--- src/rtl/cds_pkg.sv ---
package cds_pkg;

  // ------------------------------------------------------------------
  // Widths
  // ------------------------------------------------------------------
  localparam int INSTR_W   = 12;
  localparam int DATA_W    = 8;
  localparam int FADDR_W   = 5;
  localparam int PC_W      = 9;
  localparam int NUM_FILES = 32;

  // ------------------------------------------------------------------
  // Field positions inside the instruction word
  // ------------------------------------------------------------------
  localparam int OP6_MSB  = 11;
  localparam int OP6_LSB  = 6;
  localparam int OP3_MSB  = 11;
  localparam int OP3_LSB  = 9;
  localparam int DEST_BIT = 5;
  localparam int FADDR_MSB = 4;
  localparam int FADDR_LSB = 0;
  localparam int LIT_MSB  = 8;
  localparam int LIT_LSB  = 0;

  // ------------------------------------------------------------------
  // Opcode patterns
  // ------------------------------------------------------------------
  localparam logic [5:0] COMPLEMENT_REGISTER_OP = 6'h09;   // 0010 01
  localparam logic [5:0] DECREMENT_REGISTER_OP  = 6'h03;   // 0000 11
  localparam logic [5:0] DECREMENT_SKIP_ZERO_OP = 6'h0b;   // 0010 11
  localparam logic [2:0] UNCONDITIONAL_JUMP_OP  = 3'h5;    // 101
  localparam logic       DEST_ACC  = 1'b0;
  localparam logic       DEST_FILE = 1'b1;

  // ------------------------------------------------------------------
  // Reset values and constants
  // ------------------------------------------------------------------
  localparam logic [INSTR_W-1:0] NOP_WORD  = 12'h000;
  localparam logic [DATA_W-1:0]  ACC_RST   = 8'h00;
  localparam logic [DATA_W-1:0]  FILE_RST  = 8'h00;
  localparam logic [DATA_W-1:0]  DATA_ZERO = 8'h00;
  localparam logic [DATA_W-1:0]  DATA_ONE  = 8'h01;
  localparam logic               ZF_RST    = 1'b0;
  localparam logic [PC_W-1:0]    PC_RST    = 9'h000;
  localparam logic [PC_W-1:0]    PC_STEP   = 9'h001;

  // Execute slot: run the held word, or burn a no-operation
  typedef enum logic [0:0] {
    CDS_EXEC_ST  = 1'b0,
    CDS_FLUSH_ST = 1'b1
  } cds_state_t;

endpackage : cds_pkg

--- src/rtl/cds_op_if.sv ---
interface cds_op_if;
  import cds_pkg::*;

  logic [INSTR_W-1:0] instr;
  logic [DATA_W-1:0]  operand;
  logic [DATA_W-1:0]  result;
  logic               to_file;
  logic               wr_en;
  logic               z_upd;
  logic               skip;
  logic               jump;
  logic [PC_W-1:0]    target;

  modport alu (
    input  instr,
    input  operand,
    output result,
    output to_file,
    output wr_en,
    output z_upd,
    output skip,
    output jump,
    output target
  );

  modport core (
    output instr,
    output operand,
    input  result,
    input  to_file,
    input  wr_en,
    input  z_upd,
    input  skip,
    input  jump,
    input  target
  );
endinterface : cds_op_if

--- src/rtl/cds_exec_alu.sv ---
module cds_exec_alu (
  // Decode request and answer
  cds_op_if.alu op
);
  import cds_pkg::*;

  // --------------------------------------------------------------
  // Decode and compute
  // --------------------------------------------------------------
  // Unknown words fall through as no-operation so the core stays safe
  always_comb begin
    op.result  = DATA_ZERO;
    op.to_file = op.instr[DEST_BIT];
    op.wr_en   = 1'b0;
    op.z_upd   = 1'b0;
    op.skip    = 1'b0;
    op.jump    = 1'b0;
    op.target  = op.instr[LIT_MSB:LIT_LSB];
    case (op.instr[OP6_MSB:OP6_LSB])
      COMPLEMENT_REGISTER_OP: begin
        op.result = ~op.operand;                         // RULE1
        op.wr_en  = 1'b1;                                // RULE3
        op.z_upd  = 1'b1;                                // RULE7
      end
      DECREMENT_REGISTER_OP: begin
        op.result = op.operand - DATA_ONE;               // RULE2
        op.wr_en  = 1'b1;                                // RULE3
        op.z_upd  = 1'b1;                                // RULE7
      end
      DECREMENT_SKIP_ZERO_OP: begin
        op.result = op.operand - DATA_ONE;               // RULE4
        op.wr_en  = 1'b1;                                // RULE5
        op.skip   = (op.result == DATA_ZERO);            // RULE6
      end
      default: begin
        op.jump = (op.instr[OP3_MSB:OP3_LSB] == UNCONDITIONAL_JUMP_OP); // RULE8
      end
    endcase
  end

endmodule : cds_exec_alu

--- src/rtl/cds_core.sv ---
// Notes on behaviour
// (RULE1) Complement opcode writes inverted register value to destination, updates zero.
// (RULE2) Decrement opcode writes register minus one to destination, updates zero.
// (RULE3) Complement/decrement: destination 0 goes to accumulator, 1 to register.
// (RULE4) Decrement-and-skip decrements and leaves every status flag untouched.
// (RULE5) Decrement-and-skip: destination 0 accumulator, 1 the addressed register.
// (RULE6) Zero result discards the fetched next word; a no-op fills its slot.
// (RULE7) Zero flag set when 8-bit result is zero, cleared otherwise, same cycle.
// (RULE8) Jump opcode loads 9-bit literal into program counter, takes two cycles.
module cds_core #(
  parameter int NUM_FILES = cds_pkg::NUM_FILES
) (
  // Clock and reset
  input  wire logic                          clk,
  input  wire logic                          rst,
  // Instruction fetch
  input  wire logic [cds_pkg::INSTR_W-1:0]   instr_word,
  output logic      [cds_pkg::PC_W-1:0]      pc,
  // Core state
  output logic      [cds_pkg::DATA_W-1:0]    acc_value,
  output logic                               zero_flag,
  output logic                               slot_flushed,
  // Register inspection
  input  wire logic [cds_pkg::FADDR_W-1:0]   peek_addr,
  output logic      [cds_pkg::DATA_W-1:0]    peek_data
);
  import cds_pkg::*;

  // ----------------------------------------------------------------
  // Elaboration checks
  // ----------------------------------------------------------------
  // The register field is five bits; more files could never be reached
  if (NUM_FILES < 1 || NUM_FILES > (1 << FADDR_W)) begin : g_bad_files
    $error("NUM_FILES must lie between 1 and 32");
  end

  // ----------------------------------------------------------------
  // State
  // ----------------------------------------------------------------
  logic [PC_W-1:0]    pc_ff;
  logic [PC_W-1:0]    nxt_pc;
  logic [INSTR_W-1:0] ir_ff;
  logic [INSTR_W-1:0] nxt_ir;
  cds_state_t         state_ff;
  cds_state_t         nxt_state;
  logic [DATA_W-1:0]  acc_ff;
  logic [DATA_W-1:0]  nxt_acc;
  logic               zf_ff;
  logic               nxt_zf;
  logic [DATA_W-1:0]  peek_ff;
  logic [DATA_W-1:0]  nxt_peek;
  logic [DATA_W-1:0]  files_ff  [NUM_FILES];
  logic [DATA_W-1:0]  nxt_files [NUM_FILES];

  // ----------------------------------------------------------------
  // Decode view of the execute slot
  // ----------------------------------------------------------------
  cds_op_if op ();

  logic [FADDR_W-1:0] ex_addr;
  logic               ex_addr_ok;
  logic               ex_cpl;
  logic               ex_dec;
  logic               ex_dsz;
  logic               ex_jmp;
  logic               ex_dest;
  logic [DATA_W-1:0]  ex_dec_val;

  // A flushed slot executes the no-operation word, never the fetched one
  assign op.instr = (state_ff == CDS_FLUSH_ST) ? NOP_WORD : ir_ff; // RULE6

  assign ex_addr    = op.instr[FADDR_MSB:FADDR_LSB];
  assign ex_addr_ok = (32'(ex_addr) < NUM_FILES);
  assign ex_dest    = op.instr[DEST_BIT];
  assign ex_cpl     = (op.instr[OP6_MSB:OP6_LSB] == COMPLEMENT_REGISTER_OP);
  assign ex_dec     = (op.instr[OP6_MSB:OP6_LSB] == DECREMENT_REGISTER_OP);
  assign ex_dsz     = (op.instr[OP6_MSB:OP6_LSB] == DECREMENT_SKIP_ZERO_OP);
  assign ex_jmp     = (op.instr[OP3_MSB:OP3_LSB] == UNCONDITIONAL_JUMP_OP);
  assign ex_dec_val = op.operand - DATA_ONE;

  // Files beyond the populated range read as zero
  assign op.operand = ex_addr_ok ? files_ff[ex_addr] : DATA_ZERO;

  cds_exec_alu u_alu (
    .op (op)
  );

  // ----------------------------------------------------------------
  // Next-value logic
  // ----------------------------------------------------------------
  // One word is fetched while the previous one executes, which is why a
  // taken skip or a jump costs a second cycle
  always_comb begin
    nxt_pc    = PC_W'(pc_ff + PC_STEP);
    nxt_ir    = instr_word;
    nxt_acc   = acc_ff;
    nxt_zf    = zf_ff;
    nxt_files = files_ff;
    nxt_state = CDS_EXEC_ST;
    nxt_peek  = (32'(peek_addr) < NUM_FILES) ? files_ff[peek_addr]
                                             : DATA_ZERO;
    if (op.wr_en) begin
      if (op.to_file == DEST_FILE) begin                   // RULE3 RULE5
        if (ex_addr_ok) begin
          nxt_files[ex_addr] = op.result;
        end
      end else begin
        nxt_acc = op.result;                              // RULE3 RULE5
      end
    end
    // Decrement-and-skip leaves z_upd low, so the flag holds
    if (op.z_upd) begin
      nxt_zf = (op.result == DATA_ZERO);                  // RULE7 RULE4
    end
    if (op.jump) begin
      nxt_pc = op.target;                                 // RULE8
    end
    if (op.skip || op.jump) begin
      nxt_state = CDS_FLUSH_ST;                           // RULE6 RULE8
    end
  end

  // ----------------------------------------------------------------
  // Registers
  // ----------------------------------------------------------------
  always_ff @(posedge clk or posedge rst) begin
    if (rst) begin
      pc_ff    <= PC_RST;
      ir_ff    <= NOP_WORD;
      state_ff <= CDS_EXEC_ST;
      acc_ff   <= ACC_RST;
      zf_ff    <= ZF_RST;
      peek_ff  <= DATA_ZERO;
      for (int i = 0; i < NUM_FILES; i++) begin
        files_ff[i] <= FILE_RST;
      end
    end else begin
      pc_ff     <= nxt_pc;
      ir_ff     <= nxt_ir;
      state_ff  <= nxt_state;
      acc_ff    <= nxt_acc;
      zf_ff     <= nxt_zf;
      peek_ff   <= nxt_peek;
      files_ff  <= nxt_files;
    end
  end

  // ----------------------------------------------------------------
  // Outputs
  // ----------------------------------------------------------------
  assign pc           = pc_ff;
  assign acc_value    = acc_ff;
  assign zero_flag    = zf_ff;
  assign slot_flushed = (state_ff == CDS_FLUSH_ST);
  assign peek_data    = peek_ff;
endmodule : cds_core

--- config.mk ---
export PLATFORM = sky130hd
export DESIGN_NAME = cds_core
export DESIGN_NICKNAME = d
export VERILOG_FILES = /design/src/rtl/cds_pkg.sv /design/src/rtl/cds_op_if.sv /design/src/rtl/cds_exec_alu.sv /design/src/rtl/cds_core.sv
export SDC_FILE = /design/constraint.sdc
export NUM_CORES = 1
export LEC_CHECK = 0
export BUFFER_PORTS_ARGS = -buffer_cell sky130_fd_sc_hd__buf_2
export CORE_MARGIN = 2
export CORE_UTILIZATION = 55
export CTS_CLUSTER_DIAMETER = 100
export DETAILED_ROUTE_END_ITERATION = 7
export PLACE_DENSITY_LB_ADDON = 0.3
export SYNTH_ARGS = -nofsm -noshare
export SYNTH_HDL_FRONTEND = slang
export SYNTH_HIERARCHICAL = 1
export SYNTH_SLANG_ARGS = --single-unit
--- constraint.sdc ---
create_clock -name clk -period 14.5 [get_ports clk]
set_clock_uncertainty 0.2 [all_clocks]
set_input_delay 3.625 -clock clk [delete_from_list [all_inputs] [get_ports clk]]
set_output_delay 3.625 -clock clk [all_outputs]
set_load 0.05 [all_outputs]
==> run metrics, run 1 <==
status=completed; Core Box Area=28,600 um^2; Detail Route Antenna Nets=0; number of synthesized flops with an enable pin=0; # setup viols final=0; Synth top area share=0.464; fraction of layout cells with a size suffix above 1=0.442; Die Height=174 um; CP required=14.68 ns; ys async rst share=1.00; initial drt markers=approximately 1,300; via count of the routed design=approximately 11,000; H-tree levels=2; clk_lat worst skew=0.51 ns; CTS max path bufs=3; vias per cell=between 6 and 7; Crit Path Category=reg -> reg; DR WL/cell=27.7 um; post-synthesis sequential area ratio=0.464; largest net degree at the start of global routing=170; crit-path max FO=39; Initial Utilization=0.556; Arrival @ worst endpoint=5.97 ns; TritonCTS clock tree=yes; die width=174 um; Post-Route Setup TNS=0 ns; dominant cells by area after synthesis=dfrtp_1 46%, mux2_2 19%, mux4_2 11%; cell leakage power=8.02 nW; Final Wtd Congestion=0.909; Critical Path End Type=register; Die Footprint=30,300 um^2; final worst-path cycle share=0.399; HP Class=reg -> reg; total length of routed wires=43,600 um; vias in the first global route=10,802; top post-synthesis cells by count=295 x dfrtp_1, 269 x mux2_2, 80 x mux4_2; synth-to-layout area growth=9.76%; ANT cells=0; DRC viols=0; Synth Instances=1,170; io pins=46; Synth Flop Type=dfrtp_1; dominant cell by count in the synthesized netlist=dfrtp_1; Least-Margin Pin Slew=1.24 ns; clk sink count=295; pwr/cell area=113 nW/um^2; All-Layer GR Usage=0.293; post_cts resized=0; final net count=about 1,200; Site Rows=62; synth warn=6; count of cell types in the netlist=69; VDD IR max=0.0908 mV; Root Driver=clkbuf_16; CTS Buf Count=34; Final Instance Area=17,500 um^2; grt total ovfl=0; Final min period=slightly below 6 ns; RSZ-0062 raised after global routing=no; DP HPWL=27,600 um; post-synth net total=between 1,000 and 1,500; # port buffers=45; Slew Limit Fails=0; initial antenna violation count=0; Setup crit start kind=register; Slew HR=0.170; cell area after technology mapping=15,900 um^2; Reg clk slew, reported paths=0.06 ns; Detailed Routing Iterations Pass 1=6; post-CTS setup buffers=0; FMAX=173 MHz; global-route wire length before repair=about 67,000 um; Final Hold Fails=0; MaxCap Viol Count=0; cts hold-fix bufs=0; Area after DPL=16,300 um^2; Seq cells post-synth=295; syn avg cell area=13.6 um^2; fill count=2,195; area leader, netlist=dfrtp_1
per-stage QoR:
step	hold slack (ns)	power, mW	instances	utilization	setup WS [ns]
floorplan	0.291	1.04	1170	-	2.53
global placement	0.285	1.10	1513	0.569	8.20
detailed placement	0.293	1.11	1513	0.569	8.19
CTS	0.312	1.99	1575	0.610	8.72
global route	0.323	2.04	1575	0.610	8.38
finish	0.306	1.98	1575	0.610	8.71
cell type report:
class,instances,area [um^2],area share
sequential,295,7390,0.423
multi-input combinational,761,8010,0.458
clock inverter,8,119,0.00680
tap,384,480,0.0275
inverter,10,46.3,0.00265
clock buffer,54,1050,0.0601
timing repair buffer,63,378,0.0216
layout by cell type (no fill, tap or decap), types with 5 or more instances in the layout:
cell       instances
clkbuf_8           6
mux2_4             8
clkinv_2           5
buf_2             43
nand3_1           11
a22o_1             8
nor2_2            10
nor2_1            17
nor2b_1           15
a2bb2oi_1         11
buf_4             19
mux2i_1           71
nand2b_1          13
dfrtp_1          293
a221oi_1          24
mux4_2            80
inv_1              8
xor2_1             5
clkbuf_16         37
o211ai_1           6
nand2_1           35
clkbuf_1          11
o21ai_0           24
o221ai_1          22
a21oi_1           29
xnor2_1            5
mux2_2           269
nor2_4            12
per-layer routing:
| metal | track usage | vias up | wire length (um) | share of wire |
|---|---|---|---|---|
| met5 | 0 | - | 0 | 0 |
| met4 | 0.0889 | 0 | 1250 | 0.029 |
| met3 | 0.0396 | 90 | 3250 | 0.074 |
| met2 | 0.464 | 492 | 20700 | 0.48 |
| met1 | 0.425 | 5640 | 18400 | 0.42 |
| li1 | - | 4463 | - | - |
logic make-up after synthesis:
kind of cell / after synthesis / share of synthesized area
AOI/OAI and AO/OA: 164 / 0.0753
xor gates and xnor gates: 10 / 0.00550
adders and majority gates: 3 / 0.00236
buffers and inverters: 114 / 0.0362
DFF: 295 / 0.464
muxes: 428 / 0.356
and+or+nand+nor: 156 / 0.0611
flip-flops by register name, summed over array words and instances (netlist names):
name and cells:
files_ff 256, ir_ff 12, pc 9, acc_value 8
peek_data 8, slot_flushed 1, zero_flag 1
critical path, cell delays in order (launching register included):
cell      delay (ns)
dfrtp_1         0.51
buf_4           0.49
nand2b_1        0.44
inv_1           0.09
buf_4           0.22
a221oi_1        0.31
a211oi_1        0.13
nor4_1          0.52
o221ai_1        0.42
or4_1           0.62
nor2_1          0.21
a21oi_1         0.11
o21ai_2         0.67
buf_4           0.38
nor4_1          0.09
nand3_1         0.13
o21ai_0         0.08
worst paths after layout:
| kind | from | end | slack [ns] | cells after the start |
|---|---|---|---|---|
| max in group asynchronous | rst | files_ff[153] | 9.64 | 3 |
| min | acc_value[3] | acc_value[3] | 0.31 | 1 |
| max | slot_flushed | zero_flag | 8.71 | 16 |
| min in group asynchronous | rst | files_ff[234] | 3.04 | 2 |
| min reg2reg | acc_value[3] | acc_value[3] | 0.31 | 1 |
| max reg2reg | slot_flushed | zero_flag | 8.71 | 16 |
power breakdown:
part	leakage, nW	total (mW)	internal [mW]	switching [mW]
Combinational	3.38	0.228	0.0652	0.163
Clock	0.574	0.886	0.551	0.336
Sequential	4.06	0.865	0.842	0.0231
No activity file was read; power rests on OpenSTA's default activity.
==> run 2, diff against run 1 <==
==> constraint.sdc (replaced) <==
create_clock -name clk -period 4.86 [get_ports clk]
set_clock_uncertainty 0.2 [all_clocks]
set_input_delay 1.215 -clock clk [delete_from_list [all_inputs] [get_ports clk]]
set_output_delay 1.215 -clock clk [all_outputs]
set_load 0.05 [all_outputs]
==> run 2 against run 1 <==
  * Fmax rose by 25%
  * Routed wire length increased by 3.3%
  * Sequential power rose to 3.0 times the previous value
  * Combinational power grew to 3.3 times the previous value
  * Global-route usage up 0.93 points
  * Non-clock buffer count is 41 higher
  * Clock-buffer cell count decreased by 7
  * Final area up 2.4%
  * Via count increased by 2.2%
  * Sequential cell count stayed put
  * Sequential share of layout area decreased by 0.98 points
  * Critical path type unchanged
  * Critical endpoint unchanged
==> run metrics, run 2 (synthesis gave the netlist of run 1 again) <==
status=completed; # setup viols final=0; Total Power=5.91 mW; Logic pwr share=0.126; final net count=1,228; DP HPWL=30,400 um; final core utilization=0.625; Final min period=4.63 ns; die width=174 um; Post-Route Setup TNS=0 ns; cell leakage power=8.24 nW; final hold slack=0.304 ns; global-route wire length before repair=~69,000 um; Setup WS post-layout=0.235 ns; initial drt markers=1,116; crit-path max FO=19; cts hold-fix bufs=0; Detailed Routing Iterations Pass 1=5; initial antenna violation count=0; Final Hold Fails=0; DRC viols=0; Root Driver=clkbuf_16; fraction of layout cells with a size suffix above 1=0.463; Place WS=between 0.1 and 0.15 ns; # placed instances=1,550; Critical Path End Type=register; largest net degree at the start of global routing=between 100 and 150; H-tree levels=2; Int Pwr=between 4 and 5 mW; Crit Path Category=reg -> reg; Slew HR=0.271; Core Box Area=28,600 um^2; io pins=46; Largest register FFs=256; total length of routed wires=45,000 um; Slew Limit Fails=0; commonest non-fill, non-tap cells in the layout=293 x dfrtp_1, 269 x mux2_2, 80 x mux4_2, 71 x mux2i_1, 48 x buf_4; # port buffers=45; Clk network pwr share=0.440; grt total ovfl=0; via count of the routed design=10,915; Area after DPL=16,700 um^2; VDD IR max=0.318 mV; pwr/cell area=331 nW/um^2; Reg clk slew, reported paths=0.06 ns; CTS Buf Count=34; Final Instance Area=17,900 um^2; Initial Utilization=0.556; Least-Margin Pin Slew=1.09 ns; Die Height=174 um; CTS max path bufs=3; Detail Route Antenna Nets=0; vias per cell=6.77; MaxCap Viol Count=0; Biggest register=files_ff; synth-to-layout area growth=12.4%; commonest non-fill, non-tap cell in the layout=dfrtp_1; clk_lat worst skew=0.53 ns; Net Sw Frac=0.271; DR WL/cell=27.9 um; HP Class=reg -> reg; Flop pwr share=0.434; final worst-path cycle share=0.952; Setup crit start kind=register; Switching Power=1.60 mW; Die Footprint=approximately 30,000 um^2; vias in the first global route=11,142; Arrival @ worst endpoint=approximately 4.8 ns; Site Rows=62; RSZ-0062 raised after global routing=yes; ANT cells=0; FMAX=216 MHz; All-Layer GR Usage=0.302; CP required=roughly 5.1 ns; TritonCTS clock tree=yes; Final Wtd Congestion=around 1; count of non-filler cells in the finished layout=1,612; clk sink count=295
## run 2: cell count changes in the layout (fill, tap and decap cells not counted), sizes merged
cell,before,now
clkbuf,54,47
clkinvlp,0,2
buf,63,104
clkinv,6,7
## run 2: worst max-delay path, cell delays in order (launching register included)
cell and delay [ns]:
dfrtp_4 0.60, buf_4 0.38, mux2i_1 0.30, a2bb2oi_1 0.10, o221a_2 0.26, nor4_1 0.44
o221ai_1 0.32, or4_1 0.60, nor2_1 0.21, a21oi_1 0.14, o21ai_4 0.57, nor4_1 0.15
nand3_1 0.12, o21ai_0 0.09
## run 2: cell type report
cell class | instances | area (um^2)
fill | 2154 | 10700
multi-input combinational | 761 | 8010
sequential | 295 | 7390
clock buffer | 47 | 981
timing repair buffer | 104 | 836
tap | 384 | 480
clock inverter | 11 | 140
inverter | 10 | 42.5
## run 2: per-layer routing
metal | share of wire | track usage | wire length (um)
met4 | 0.043 | 0.118 | 1940
met3 | 0.079 | 0.0516 | 3550
met5 | 0 | 0 | 0
met1 | 0.40 | 0.417 | 18100
met2 | 0.48 | 0.482 | 21400
## run 2: power by group through the flow
stage	registers (mW)	logic [mW]	clock network, mW
3_5_place_dp	2.61	0.730	0
3_3_place_gp	2.61	0.719	0
5_1_grt	2.58	0.784	2.73
6_report	2.57	0.744	2.60
2_1_floorplan	2.75	0.365	0
4_1_cts	2.57	0.732	2.63
## run 2: worst paths after layout
check | start | end | slack [ns] | cells past startpoint
min reg2reg | acc_value[1] | acc_value[1] | 0.30 | 1
max | ir_ff[1] | zero_flag | 0.23 | 13
max in group asynchronous | rst | files_ff[186] | 2.78 | 4
max reg2reg | ir_ff[1] | zero_flag | 0.23 | 13
min in group asynchronous | rst | ir_ff[1] | 0.57 | 2
min | acc_value[1] | acc_value[1] | 0.30 | 1
## run 2: what timing repair did
| action | 4_1_cts | 5_1_grt |
|---|---|---|
| setup buffers | 0 | 4 |
| resized for setup | 0 | 3 |
| endpoints found under the setup margin | 0 | 52 |
